==> src/logic/ctdt_defines.svh <==
// Register offsets, field positions and reset values of the dual timer
`ifndef CTDT_DEFINES_SVH
`define CTDT_DEFINES_SVH
`define CTDT_OFS_CTRL_LO  4'h0
`define CTDT_OFS_CTRL_HI  4'h1
`define CTDT_OFS_CMP_LO   4'h2
`define CTDT_OFS_CMP_HI   4'h3
`define CTDT_OFS_CFG      4'h4
`define CTDT_OFS_STATUS   4'h5
`define CTDT_OFS_MASK     4'h6
`define CTDT_OFS_CNT_LO   4'h7
`define CTDT_OFS_CNT_HI   4'h8
`define CTDT_FF_BIT       7
`define CTDT_CK_MSB       6
`define CTDT_CK_LSB       4
`define CTDT_START_BIT    3
`define CTDT_MODE_MSB     2
`define CTDT_MODE_LSB     0
`define CTDT_CFG_DIVSRC   0
`define CTDT_CTRL_RST     8'h00
`define CTDT_CMP_RST      8'hff
`define CTDT_SRC_PIN      3'h7
`define CTDT_SRC_FC       3'h6
`define CTDT_FC_DIV_W     11
`define CTDT_FS_DIV_W     3
`endif

==> src/logic/ctdt_pkg.sv <==
// Types shared by the dual timer modules
package ctdt_pkg;
    typedef enum logic [2:0] {
        CTDT_TIMER8  = 3'h0,
        CTDT_DIVOUT8 = 3'h1,
        CTDT_PWM8    = 3'h2,
        CTDT_CASCLO  = 3'h3,
        CTDT_TIMER16 = 3'h4,
        CTDT_WARMUP  = 3'h5,
        CTDT_PWM16   = 3'h6,
        CTDT_PPG16   = 3'h7
    } ctdt_mode_t;
    typedef logic [6:0] ctdt_taps_t;
endpackage : ctdt_pkg

==> src/logic/ctdt_cnt_if.sv <==
// Control and status lines between the timer core and one byte counter
`timescale 1ns/1ps
interface ctdt_cnt_if #(parameter int WIDTH = 8);
    logic             tick;
    logic             clear;
    logic [WIDTH-1:0] count;
    logic             wrap;
    modport ctl (output tick, output clear, input count, input wrap);
    modport cnt (input tick, input clear, output count, output wrap);
endinterface : ctdt_cnt_if

==> src/logic/ctdt_counter.sv <==
// One byte-wide up-counter with synchronous clear and carry out
`timescale 1ns/1ps
module ctdt_counter #(
    parameter int WIDTH = 8
) (
    // Clock and reset
    input wire logic clk,
    input wire logic reset,
    // Core side
    ctdt_cnt_if.cnt  port
);
    import ctdt_pkg::*;

    logic [WIDTH-1:0] count_r;
    logic [WIDTH-1:0] count_nxt;

    initial begin
        if (WIDTH < 1) $error("ctdt_counter: WIDTH must be at least 1");
    end

    // Clear beats the tick so a match restarts from zero
    always_comb begin
        count_nxt = count_r;
        if (port.clear) begin
            count_nxt = '0;
        end else if (port.tick) begin
            count_nxt = WIDTH'(count_r + 1'b1);
        end
    end

    always_ff @(posedge clk or posedge reset) begin
        if (reset) begin
            count_r <= '0;
        end else begin
            count_r <= count_nxt;
        end
    end

    // Carry is a pulse that feeds the upper byte when cascaded
    assign port.count = count_r;
    assign port.wrap  = port.tick && (&count_r);
endmodule : ctdt_counter

==> src/logic/ctdt_prescaler.sv <==
// Prescaler producing one-cycle tick pulses for every source clock tap
`timescale 1ns/1ps
`include "ctdt_defines.svh"
module ctdt_prescaler #(
    parameter int DIV_W = `CTDT_FC_DIV_W
) (
    // Clock and reset
    input  wire logic            clk,
    input  wire logic            reset,
    // Sources
    input  wire logic            fsClkIn,
    input  wire logic            slowTapSel,
    // Taps indexed by clock select code
    output ctdt_pkg::ctdt_taps_t taps
);
    import ctdt_pkg::*;

    logic [DIV_W-1:0]            fcDiv_r;
    logic [`CTDT_FS_DIV_W-1:0]   fsDiv_r;
    logic                        fsMeta_r;
    logic                        fsSync_r;
    logic                        fsPrev_r;
    logic                        fsRise;
    ctdt_taps_t                  taps_r;
    ctdt_taps_t                  taps_nxt;

    initial begin
        if (DIV_W < `CTDT_FC_DIV_W) $error("ctdt_prescaler: DIV_W too small for the slowest tap");
    end

    // Low clock is asynchronous, so only its synchronised edge is used
    assign fsRise = fsSync_r && !fsPrev_r;

    always_comb begin
        taps_nxt    = '0;
        taps_nxt[0] = slowTapSel ? (fsRise && (&fsDiv_r)) : (&fcDiv_r[10:0]);
        taps_nxt[1] = &fcDiv_r[6:0];
        taps_nxt[2] = &fcDiv_r[4:0];
        taps_nxt[3] = &fcDiv_r[2:0];
        taps_nxt[4] = fsRise;
        taps_nxt[5] = fcDiv_r[0];
        taps_nxt[6] = 1'b1;
    end

    always_ff @(posedge clk or posedge reset) begin
        if (reset) begin
            fcDiv_r  <= '0;
            fsDiv_r  <= '0;
            fsMeta_r <= 1'b0;
            fsSync_r <= 1'b0;
            fsPrev_r <= 1'b0;
            taps_r   <= '0;
        end else begin
            fcDiv_r  <= DIV_W'(fcDiv_r + 1'b1);
            fsDiv_r  <= fsRise ? `CTDT_FS_DIV_W'(fsDiv_r + 1'b1) : fsDiv_r;
            fsMeta_r <= fsClkIn;
            fsSync_r <= fsMeta_r;
            fsPrev_r <= fsSync_r;
            taps_r   <= taps_nxt;
        end
    end

    assign taps = taps_r;
endmodule : ctdt_prescaler

==> src/logic/ctdt_timer.sv <==
// Cascadable dual 8-bit timer/event counter with register port and match interrupt
//
// Implementation choices: the address map and the address-and-strobe port.
`timescale 1ns/1ps
`include "ctdt_defines.svh"

// Behaviour
// - When cascaded, the count clock comes from the lower clock select and the upper select is ignored.
// - When cascaded, run/stop and the flip-flop start level come from the upper start and flip-flop bits.
// - In 8-bit timer mode the counter counts internal ticks and on a compare match raises the request and clears.
// - The compare value is not double buffered, so a write acts at once and should wait for a stopped timer.
// - In 8-bit event mode the counter counts falling edges of its input pin, matching and clearing as a timer.
// - With the upper timer in a 16-bit mode the upper byte is clocked by the lower byte overflow.
module ctdt_timer (
    // Clock and reset
    input  wire logic       clk,
    input  wire logic       reset,
    // Register port
    input  wire logic [3:0] regAddr,
    input  wire logic [7:0] regWrData,
    input  wire logic       regWr,
    input  wire logic       regRd,
    output logic      [7:0] regRdData,
    // Clock sources and state
    input  wire logic       fsClkIn,
    input  wire logic       slowState,
    // Event input pins
    input  wire logic       eventPinLower,
    input  wire logic       eventPinUpper,
    // Requests and pins
    output logic            matchIrq,
    output logic            matchPulseLower,
    output logic            matchPulseUpper,
    output logic            divOutLower,
    output logic            divOutUpper
);
    import ctdt_pkg::*;

    ctdt_cnt_if #(.WIDTH(8)) lowIf ();
    ctdt_cnt_if #(.WIDTH(8)) upIf ();

    logic [7:0] ctrlLower_r, ctrlLower_nxt;
    logic [7:0] ctrlUpper_r, ctrlUpper_nxt;
    logic [7:0] cmpLower_r, cmpLower_nxt;
    logic [7:0] cmpUpper_r, cmpUpper_nxt;
    logic       divSrc_r, divSrc_nxt;
    logic [1:0] status_r, status_nxt;
    logic [1:0] mask_r, mask_nxt;
    logic [7:0] rdData_r, rdData_nxt;
    logic       irq_r, irq_nxt;
    logic       pulseLo_r, pulseUp_r;
    logic       ffLower_r, ffLower_nxt;
    logic       ffUpper_r, ffUpper_nxt;
    logic       divLo_r, divUp_r;
    logic [1:0] pinMeta_r, pinSync_r, pinPrev_r;
    logic [1:0] pinIn, pinFall;
    ctdt_taps_t taps;
    ctdt_mode_t upperMode;
    logic       cascade;
    logic       runLower, runUpper;
    logic [2:0] lowerSel, upperSel;
    logic       lTick, uTick;
    logic [15:0] next16;
    logic       hitLower8, hitUpper8, hit16;
    logic       matchL, matchU;

    // Shared prescaler; tap 0 falls back to fs/2^3 in the slow states
    ctdt_prescaler #(.DIV_W(`CTDT_FC_DIV_W)) u_prescaler (
        .clk        (clk),
        .reset      (reset),
        .fsClkIn    (fsClkIn),
        .slowTapSel (divSrc_r || slowState),
        .taps       (taps)
    );

    ctdt_counter #(.WIDTH(8)) u_cnt_lower (
        .clk   (clk),
        .reset (reset),
        .port  (lowIf.cnt)
    );

    ctdt_counter #(.WIDTH(8)) u_cnt_upper (
        .clk   (clk),
        .reset (reset),
        .port  (upIf.cnt)
    );

    // Event pins are asynchronous: two flops, then a third for the edge
    assign pinIn = {eventPinUpper, eventPinLower};
    generate
        for (genvar i = 0; i < 2; i++) begin : g_pin
            always_ff @(posedge clk or posedge reset) begin
                if (reset) begin
                    pinMeta_r[i] <= 1'b1;
                    pinSync_r[i] <= 1'b1;
                    pinPrev_r[i] <= 1'b1;
                end else begin
                    pinMeta_r[i] <= pinIn[i];
                    pinSync_r[i] <= pinMeta_r[i];
                    pinPrev_r[i] <= pinSync_r[i];
                end
            end
            // Phases shorter than two machine cycles may be missed
            assign pinFall[i] = pinPrev_r[i] && !pinSync_r[i];
        end
    endgenerate

    // Source selection: taps by code, pin falling edge for the top code
    function automatic logic srcTick(input logic [2:0] sel, input ctdt_taps_t tp, input logic fall);
        srcTick = (sel == `CTDT_SRC_PIN) ? fall : tp[sel];
    endfunction : srcTick

    // Cascade follows the upper mode alone; upper byte runs off lower carry
    assign upperMode = ctdt_mode_t'(ctrlUpper_r[`CTDT_MODE_MSB:`CTDT_MODE_LSB]);
    assign cascade   = upperMode[`CTDT_MODE_MSB];
    assign lowerSel  = ctrlLower_r[`CTDT_CK_MSB:`CTDT_CK_LSB];
    assign upperSel  = ctrlUpper_r[`CTDT_CK_MSB:`CTDT_CK_LSB];
    assign runUpper  = ctrlUpper_r[`CTDT_START_BIT];
    assign runLower  = cascade ? runUpper : ctrlLower_r[`CTDT_START_BIT];
    assign lTick     = runLower && srcTick(lowerSel, taps, pinFall[0]);
    assign uTick     = cascade ? lowIf.wrap : (runUpper && srcTick(upperSel, taps, pinFall[1]));

    // Compare against the value the counter is about to take; compare
    // registers are read live so a write takes effect on the next tick
    assign next16    = 16'({upIf.count, lowIf.count} + 16'h0001);
    assign hitLower8 = !cascade && lTick && (8'(lowIf.count + 8'h01) == cmpLower_r);
    assign hitUpper8 = !cascade && uTick && (8'(upIf.count + 8'h01) == cmpUpper_r);
    assign hit16     = cascade && lTick && (next16 == {cmpUpper_r, cmpLower_r});
    assign matchL    = hitLower8;
    assign matchU    = hitUpper8 || hit16;

    // Stopping clears the count, as does a match
    assign lowIf.tick  = lTick;
    assign lowIf.clear = !runLower || hitLower8 || hit16;
    assign upIf.tick   = uTick;
    assign upIf.clear  = !runUpper || hitUpper8 || hit16;

    // Register writes; status is write-one-to-clear and a new match wins
    always_comb begin
        ctrlLower_nxt = ctrlLower_r;
        ctrlUpper_nxt = ctrlUpper_r;
        cmpLower_nxt  = cmpLower_r;
        cmpUpper_nxt  = cmpUpper_r;
        divSrc_nxt    = divSrc_r;
        mask_nxt      = mask_r;
        status_nxt    = status_r;
        if (regWr) begin
            unique case (regAddr)
                `CTDT_OFS_CTRL_LO: ctrlLower_nxt = regWrData;
                `CTDT_OFS_CTRL_HI: ctrlUpper_nxt = regWrData;
                `CTDT_OFS_CMP_LO:  cmpLower_nxt  = regWrData;
                `CTDT_OFS_CMP_HI:  cmpUpper_nxt  = regWrData;
                `CTDT_OFS_CFG:     divSrc_nxt    = regWrData[`CTDT_CFG_DIVSRC];
                `CTDT_OFS_STATUS:  status_nxt    = status_r & ~regWrData[1:0];
                `CTDT_OFS_MASK:    mask_nxt      = regWrData[1:0];
                default:           ;
            endcase
        end
        status_nxt = status_nxt | {matchU, matchL};
    end

    // Read data stand in the cycle after the strobe; holes read zero
    always_comb begin
        rdData_nxt = 8'h00;
        if (regRd) begin
            unique case (regAddr)
                `CTDT_OFS_CTRL_LO: rdData_nxt = ctrlLower_r;
                `CTDT_OFS_CTRL_HI: rdData_nxt = ctrlUpper_r;
                `CTDT_OFS_CMP_LO:  rdData_nxt = cmpLower_r;
                `CTDT_OFS_CMP_HI:  rdData_nxt = cmpUpper_r;
                `CTDT_OFS_CFG:     rdData_nxt = {7'h00, divSrc_r};
                `CTDT_OFS_STATUS:  rdData_nxt = {6'h00, status_r};
                `CTDT_OFS_MASK:    rdData_nxt = {6'h00, mask_r};
                `CTDT_OFS_CNT_LO:  rdData_nxt = lowIf.count;
                `CTDT_OFS_CNT_HI:  rdData_nxt = upIf.count;
                default:           rdData_nxt = 8'h00;
            endcase
        end
    end

    // Output flip-flops load their start level while stopped and hold while
    // running; toggling belongs to the output modes, not built here
    always_comb begin
        irq_nxt     = |(status_nxt & mask_nxt);
        ffUpper_nxt = runUpper ? ffUpper_r : ctrlUpper_r[`CTDT_FF_BIT];
        ffLower_nxt = ffLower_r;
        if (!runLower) begin
            ffLower_nxt = cascade ? ctrlUpper_r[`CTDT_FF_BIT] : ctrlLower_r[`CTDT_FF_BIT];
        end
    end

    always_ff @(posedge clk or posedge reset) begin
        if (reset) begin
            ctrlLower_r <= `CTDT_CTRL_RST;
            ctrlUpper_r <= `CTDT_CTRL_RST;
            cmpLower_r  <= `CTDT_CMP_RST;
            cmpUpper_r  <= `CTDT_CMP_RST;
            divSrc_r    <= 1'b0;
            status_r    <= 2'h0;
            mask_r      <= 2'h0;
            rdData_r    <= 8'h00;
            irq_r       <= 1'b0;
            pulseLo_r   <= 1'b0;
            pulseUp_r   <= 1'b0;
            ffLower_r   <= 1'b0;
            ffUpper_r   <= 1'b0;
            divLo_r     <= 1'b1;
            divUp_r     <= 1'b1;
        end else begin
            ctrlLower_r <= ctrlLower_nxt;
            ctrlUpper_r <= ctrlUpper_nxt;
            cmpLower_r  <= cmpLower_nxt;
            cmpUpper_r  <= cmpUpper_nxt;
            divSrc_r    <= divSrc_nxt;
            status_r    <= status_nxt;
            mask_r      <= mask_nxt;
            rdData_r    <= rdData_nxt;
            irq_r       <= irq_nxt;
            pulseLo_r   <= matchL;
            pulseUp_r   <= matchU;
            ffLower_r   <= ffLower_nxt;
            ffUpper_r   <= ffUpper_nxt;
            divLo_r     <= !ffLower_nxt;
            divUp_r     <= !ffUpper_nxt;
        end
    end

    assign regRdData       = rdData_r;
    assign matchIrq        = irq_r;
    assign matchPulseLower = pulseLo_r;
    assign matchPulseUpper = pulseUp_r;
    assign divOutLower     = divLo_r;
    assign divOutUpper     = divUp_r;
endmodule : ctdt_timer

==> config.mk <==
export PLATFORM = sky130hd
export DESIGN_NAME = ctdt_timer
export DESIGN_NICKNAME = d
export VERILOG_FILES = /design/src/logic/ctdt_pkg.sv /design/src/logic/ctdt_cnt_if.sv /design/src/logic/ctdt_counter.sv /design/src/logic/ctdt_prescaler.sv /design/src/logic/ctdt_timer.sv
export VERILOG_INCLUDE_DIRS = /design/src /design/src/logic
export SDC_FILE = /design/constraint.sdc
export NUM_CORES = 1
export LEC_CHECK = 0
export BUFFER_PORTS_ARGS = -buffer_cell sky130_fd_sc_hd__buf_2
export CAP_MARGIN = 20
export CORE_MARGIN = 2
export CORE_UTILIZATION = 45
export DETAILED_ROUTE_END_ITERATION = 7
export PLACE_DENSITY = 0.63
export SLEW_MARGIN = 20
export SYNTH_ARGS = -nofsm -noshare
export SYNTH_HDL_FRONTEND = slang
export SYNTH_SLANG_ARGS = --single-unit
==> constraint.sdc <==
create_clock -name clk -period 3.3 [get_ports clk]
set_clock_uncertainty 0.2 [all_clocks]
set_input_delay 0.33 -clock clk [delete_from_list [all_inputs] [get_ports clk]]
set_output_delay 0.33 -clock clk [all_outputs]
set_load 0.02 [all_outputs]
==> results.cfg <==
[detailed_routing]
antenna_left = 0
wl_met1_mm = 5.16
wire_per_inst_um = 18.3
num_vias = 3712
topRoutingLayerUsed = met4
viasPerCell = 5.73
wl_met2_mm = 5.95
drt_iter0_drc = 193
drc = 0
drt_pre_antenna_iters = 4
routed_wl_mm = 11.9
met3WireLength_um = 470

[clocking]
cts-hold-fix-buffers = 3
cts_buffers = 9
cts_root_buffer = clkbuf_16
clk_pin_slew_ps = 70
cts_resized = 0
clk_path_buf_depth = 2
cts_tree = built
clock-sinks = 98
clock_latency_ps = 350
htree_levels = 3
post_cts_buffers = 0

[die]
core_area_um2 = 10900
initial_utilization = 0.467
die-area_um2 = 12200
num_io_pins = 33
die_h_um = 111
row_count = 38
die_w_um = 111

[timing]
slew_headroom = 0.511
period_share = 0.912
timing.final.ws_setup_ps = 289
worst_slew_pin_slew_ps = 734
setup_tns_ps = 0
period_needed_ps = 3010
timing.fmax_mhz = 332
rsz0062_at_grt = false
hold-worst-slack_ps = 35.6
finalHoldViolCount = 0
slew_viol_final = 0
setup_viol = 0

[setup_path]
path_max_fanout = 11
cpPeakStageDelay_ps = 550
crit_arrival_ps = 3100
cp-end-kind = flop
crit_chain = ha_1 -> and4_4 -> a211o_1 -> nor4_2 -> nand4_1 -> a2111o_1 -> or4b_1 -> nand2_1
path_class = flop to flop
required_ps = 3390
cp_slowest_cell = or4b_1
cp-start-kind = flop

[power]
p_per_area_nw_per_um2 = 595
leakage_nw = 2.57
peakVddDrop_v = 0.000388

[yosys]
synth_edf_count = 0
synth_area_per_cell_um2 = 10.8
async_reset_ff_frac = 1.00
synth_warnings = 0
synth_ff_type = dfrtp_1
syn-cell-area_um2 = 5110
synthesis.nets = 498
netlist_instances = 471
ys_ff_latch = 98
synth-seq-area-share = 0.486
synth.distinct_cells = 54

[placement]
place_congestion = 0.918
portBuffers = 32
dp_slack_ps = 348
placedCellCount = 628
dp_hpwl_mm = 8.71

[layout]
n_antenna_cell = 0
drive_gt1_frac = 0.266
nNetsFinal = 530
fin_cells = 648
area_delta_synth_final_pct = 13.7
n_fill_cell = 997

[run]
drv_cap = 0

[grt]
track_usage = 0.205
grt_pass1_wl_mm = 19.6
grt_overflow = 0
grt_pass1_vias = 3749
grt_start_max_net_pins = 84
antenna_found_initial = 0

[run_status]
outcome = complete, no violations

[worst_hold_path]
hold_path_class = input port to flop
## layer usage
layer  track usage  up-vias
met2         0.338       85
met1         0.264     1876
met4         0.101        0
met3        0.0324       20
li1              -     1731
met5             0        -
## critical path: cells and delay by family (launching register included)
kind | cells | cell delay [ps]
flops | 1 | 480
simple gates | 5 | 1180
fa+ha+maj | 1 | 340
compound gates | 2 | 750
## registers in the layout, summed over array words and instances, names as in the netlist, 2 cells and up
register                flops
cmpUpper_r                  8
u_cnt_upper.port.count      8
ctrlUpper_r                 8
pinPrev_r                   2
pinSync_r                   2
u_prescaler.taps            7
ctrlLower_r                 8
regRdData                   8
u_cnt_lower.port.count      8
mask_r                      2
pinMeta_r                   2
cmpLower_r                  8
u_prescaler.fsDiv_r         3
u_prescaler.fcDiv_r        11
status_r                    2
## cells in the final DEF (no fill, tap or decap), types with 3 or more instances in the layout
| cell | n |
|---|---|
| mux4_2 | 8 |
| a22oi_1 | 3 |
| ha_1 | 7 |
| and3_1 | 9 |
| a21oi_1 | 10 |
| mux2i_1 | 8 |
| dfstp_2 | 24 |
| dfrtp_1 | 74 |
| nor2_1 | 43 |
| nand3b_1 | 4 |
| xor2_1 | 23 |
| inv_6 | 3 |
| a221oi_1 | 4 |
| buf_2 | 32 |
| o211ai_1 | 6 |
| nand3_1 | 25 |
| inv_1 | 13 |
| bufinv_16 | 3 |
| nand4_1 | 9 |
| mux2_2 | 39 |
| buf_4 | 11 |
| nor4_1 | 3 |
| clkbuf_16 | 9 |
| nor3_1 | 13 |
| nand2_1 | 32 |
| dlygate4sd3_1 | 4 |
| o21ai_0 | 10 |
| a22o_1 | 4 |
| nor2b_1 | 10 |
| xnor2_1 | 26 |
| nand2b_1 | 4 |
## cell usage after synthesis, types with 2 or more instances
| cell | n | share of area |
|---|---|---|
| dfrtp_1 | 74 | 0.36 |
| nor2_1 | 43 | 0.032 |
| mux2_2 | 39 | 0.086 |
| nand2_1 | 32 | 0.024 |
| xnor2_1 | 26 | 0.045 |
| nand3_1 | 25 | 0.024 |
| dfstp_2 | 24 | 0.12 |
| xor2_1 | 23 | 0.039 |
| clkbuf_1 | 16 | 0.012 |
| inv_1 | 14 | 0.010 |
| nor3_1 | 13 | 0.013 |
| a21oi_1 | 10 | 0.0098 |
| nor2b_1 | 10 | 0.012 |
| o21ai_0 | 10 | 0.0098 |
| and3_1 | 9 | 0.011 |
| nand4_1 | 9 | 0.011 |
| mux2i_1 | 8 | 0.016 |
| mux4_2 | 8 | 0.035 |
| buf_2 | 7 | 0.0069 |
| ha_1 | 7 | 0.017 |
| o211ai_1 | 6 | 0.0088 |
| a221oi_1 | 4 | 0.0069 |
| a22o_1 | 4 | 0.0069 |
| nand2b_1 | 4 | 0.0049 |
| nand3b_1 | 4 | 0.0059 |
| a22oi_1 | 3 | 0.0044 |
| nor4_1 | 3 | 0.0037 |
| a211o_1 | 2 | 0.0034 |
| a211oi_1 | 2 | 0.0029 |
| a311oi_1 | 2 | 0.0034 |
| and2_1 | 2 | 0.0024 |
| and3b_1 | 2 | 0.0034 |
| buf_1 | 2 | 0.0015 |
| nor3b_1 | 2 | 0.0029 |
| o22ai_1 | 2 | 0.0024 |
| o31ai_1 | 2 | 0.0029 |
## power by group
part	leakage (nW)	internal, mW	switching (mW)	total, mW
combinational	1.18	0.320	0.340	0.660
clock	0.171	0.767	0.459	1.23
sequential	1.21	1.41	0.156	1.57
## kinds of logic after synthesis
group                      Yosys count  share of synthesized area
buffers and inverters               40                     0.0326
and+or+nand+nor                    163                      0.160
adders and majority gates            7                     0.0171
AOI/OAI and AO/OA                   58                     0.0823
DFF                                 98                      0.486
xor gates and xnor gates            49                     0.0840
muxes                               55                      0.137
other                                1                   0.000734
## area by class of cell
class / count / area [um^2] / area share
multi-input combinational: 333 / 2460 / 0.423
sequential: 98 / 2480 / 0.427
inverter: 14 / 57.6 / 0.00991
clock inverter: 5 / 108 / 0.0185
timing repair buffer: 47 / 283 / 0.0487
tap: 140 / 175 / 0.0302
clock buffer: 11 / 243 / 0.0418
## stage by stage
stage               instance area (um^2)   util  power (mW)
finish                              5810  0.531        3.46
detailed placement                  5410  0.495        2.25
floorplan                           5110      -        2.02
CTS                                 5790  0.530        3.50
global route                        5810  0.531        3.63
global placement                    5410  0.495        2.22
## final timing paths
path / startpoint / endpoint / slack (ps) / depth (start not counted)
worst max register to register: u_cnt_lower.port.count[0] / matchPulseUpper / 290 / 8
max in group asynchronous: reset / u_cnt_upper.port.count[3] / 1760 / 4
worst max-delay path: u_cnt_lower.port.count[0] / matchPulseUpper / 290 / 8
worst min-delay path: regWrData[4] / cmpUpper_r[4] / 40 / 3
min in group asynchronous: reset / ffUpper_r / 440 / 3
worst min register to register: pinMeta_r[1] / pinSync_r[1] / 150 / 0
No activity file was read; power rests on OpenSTA's default activity.
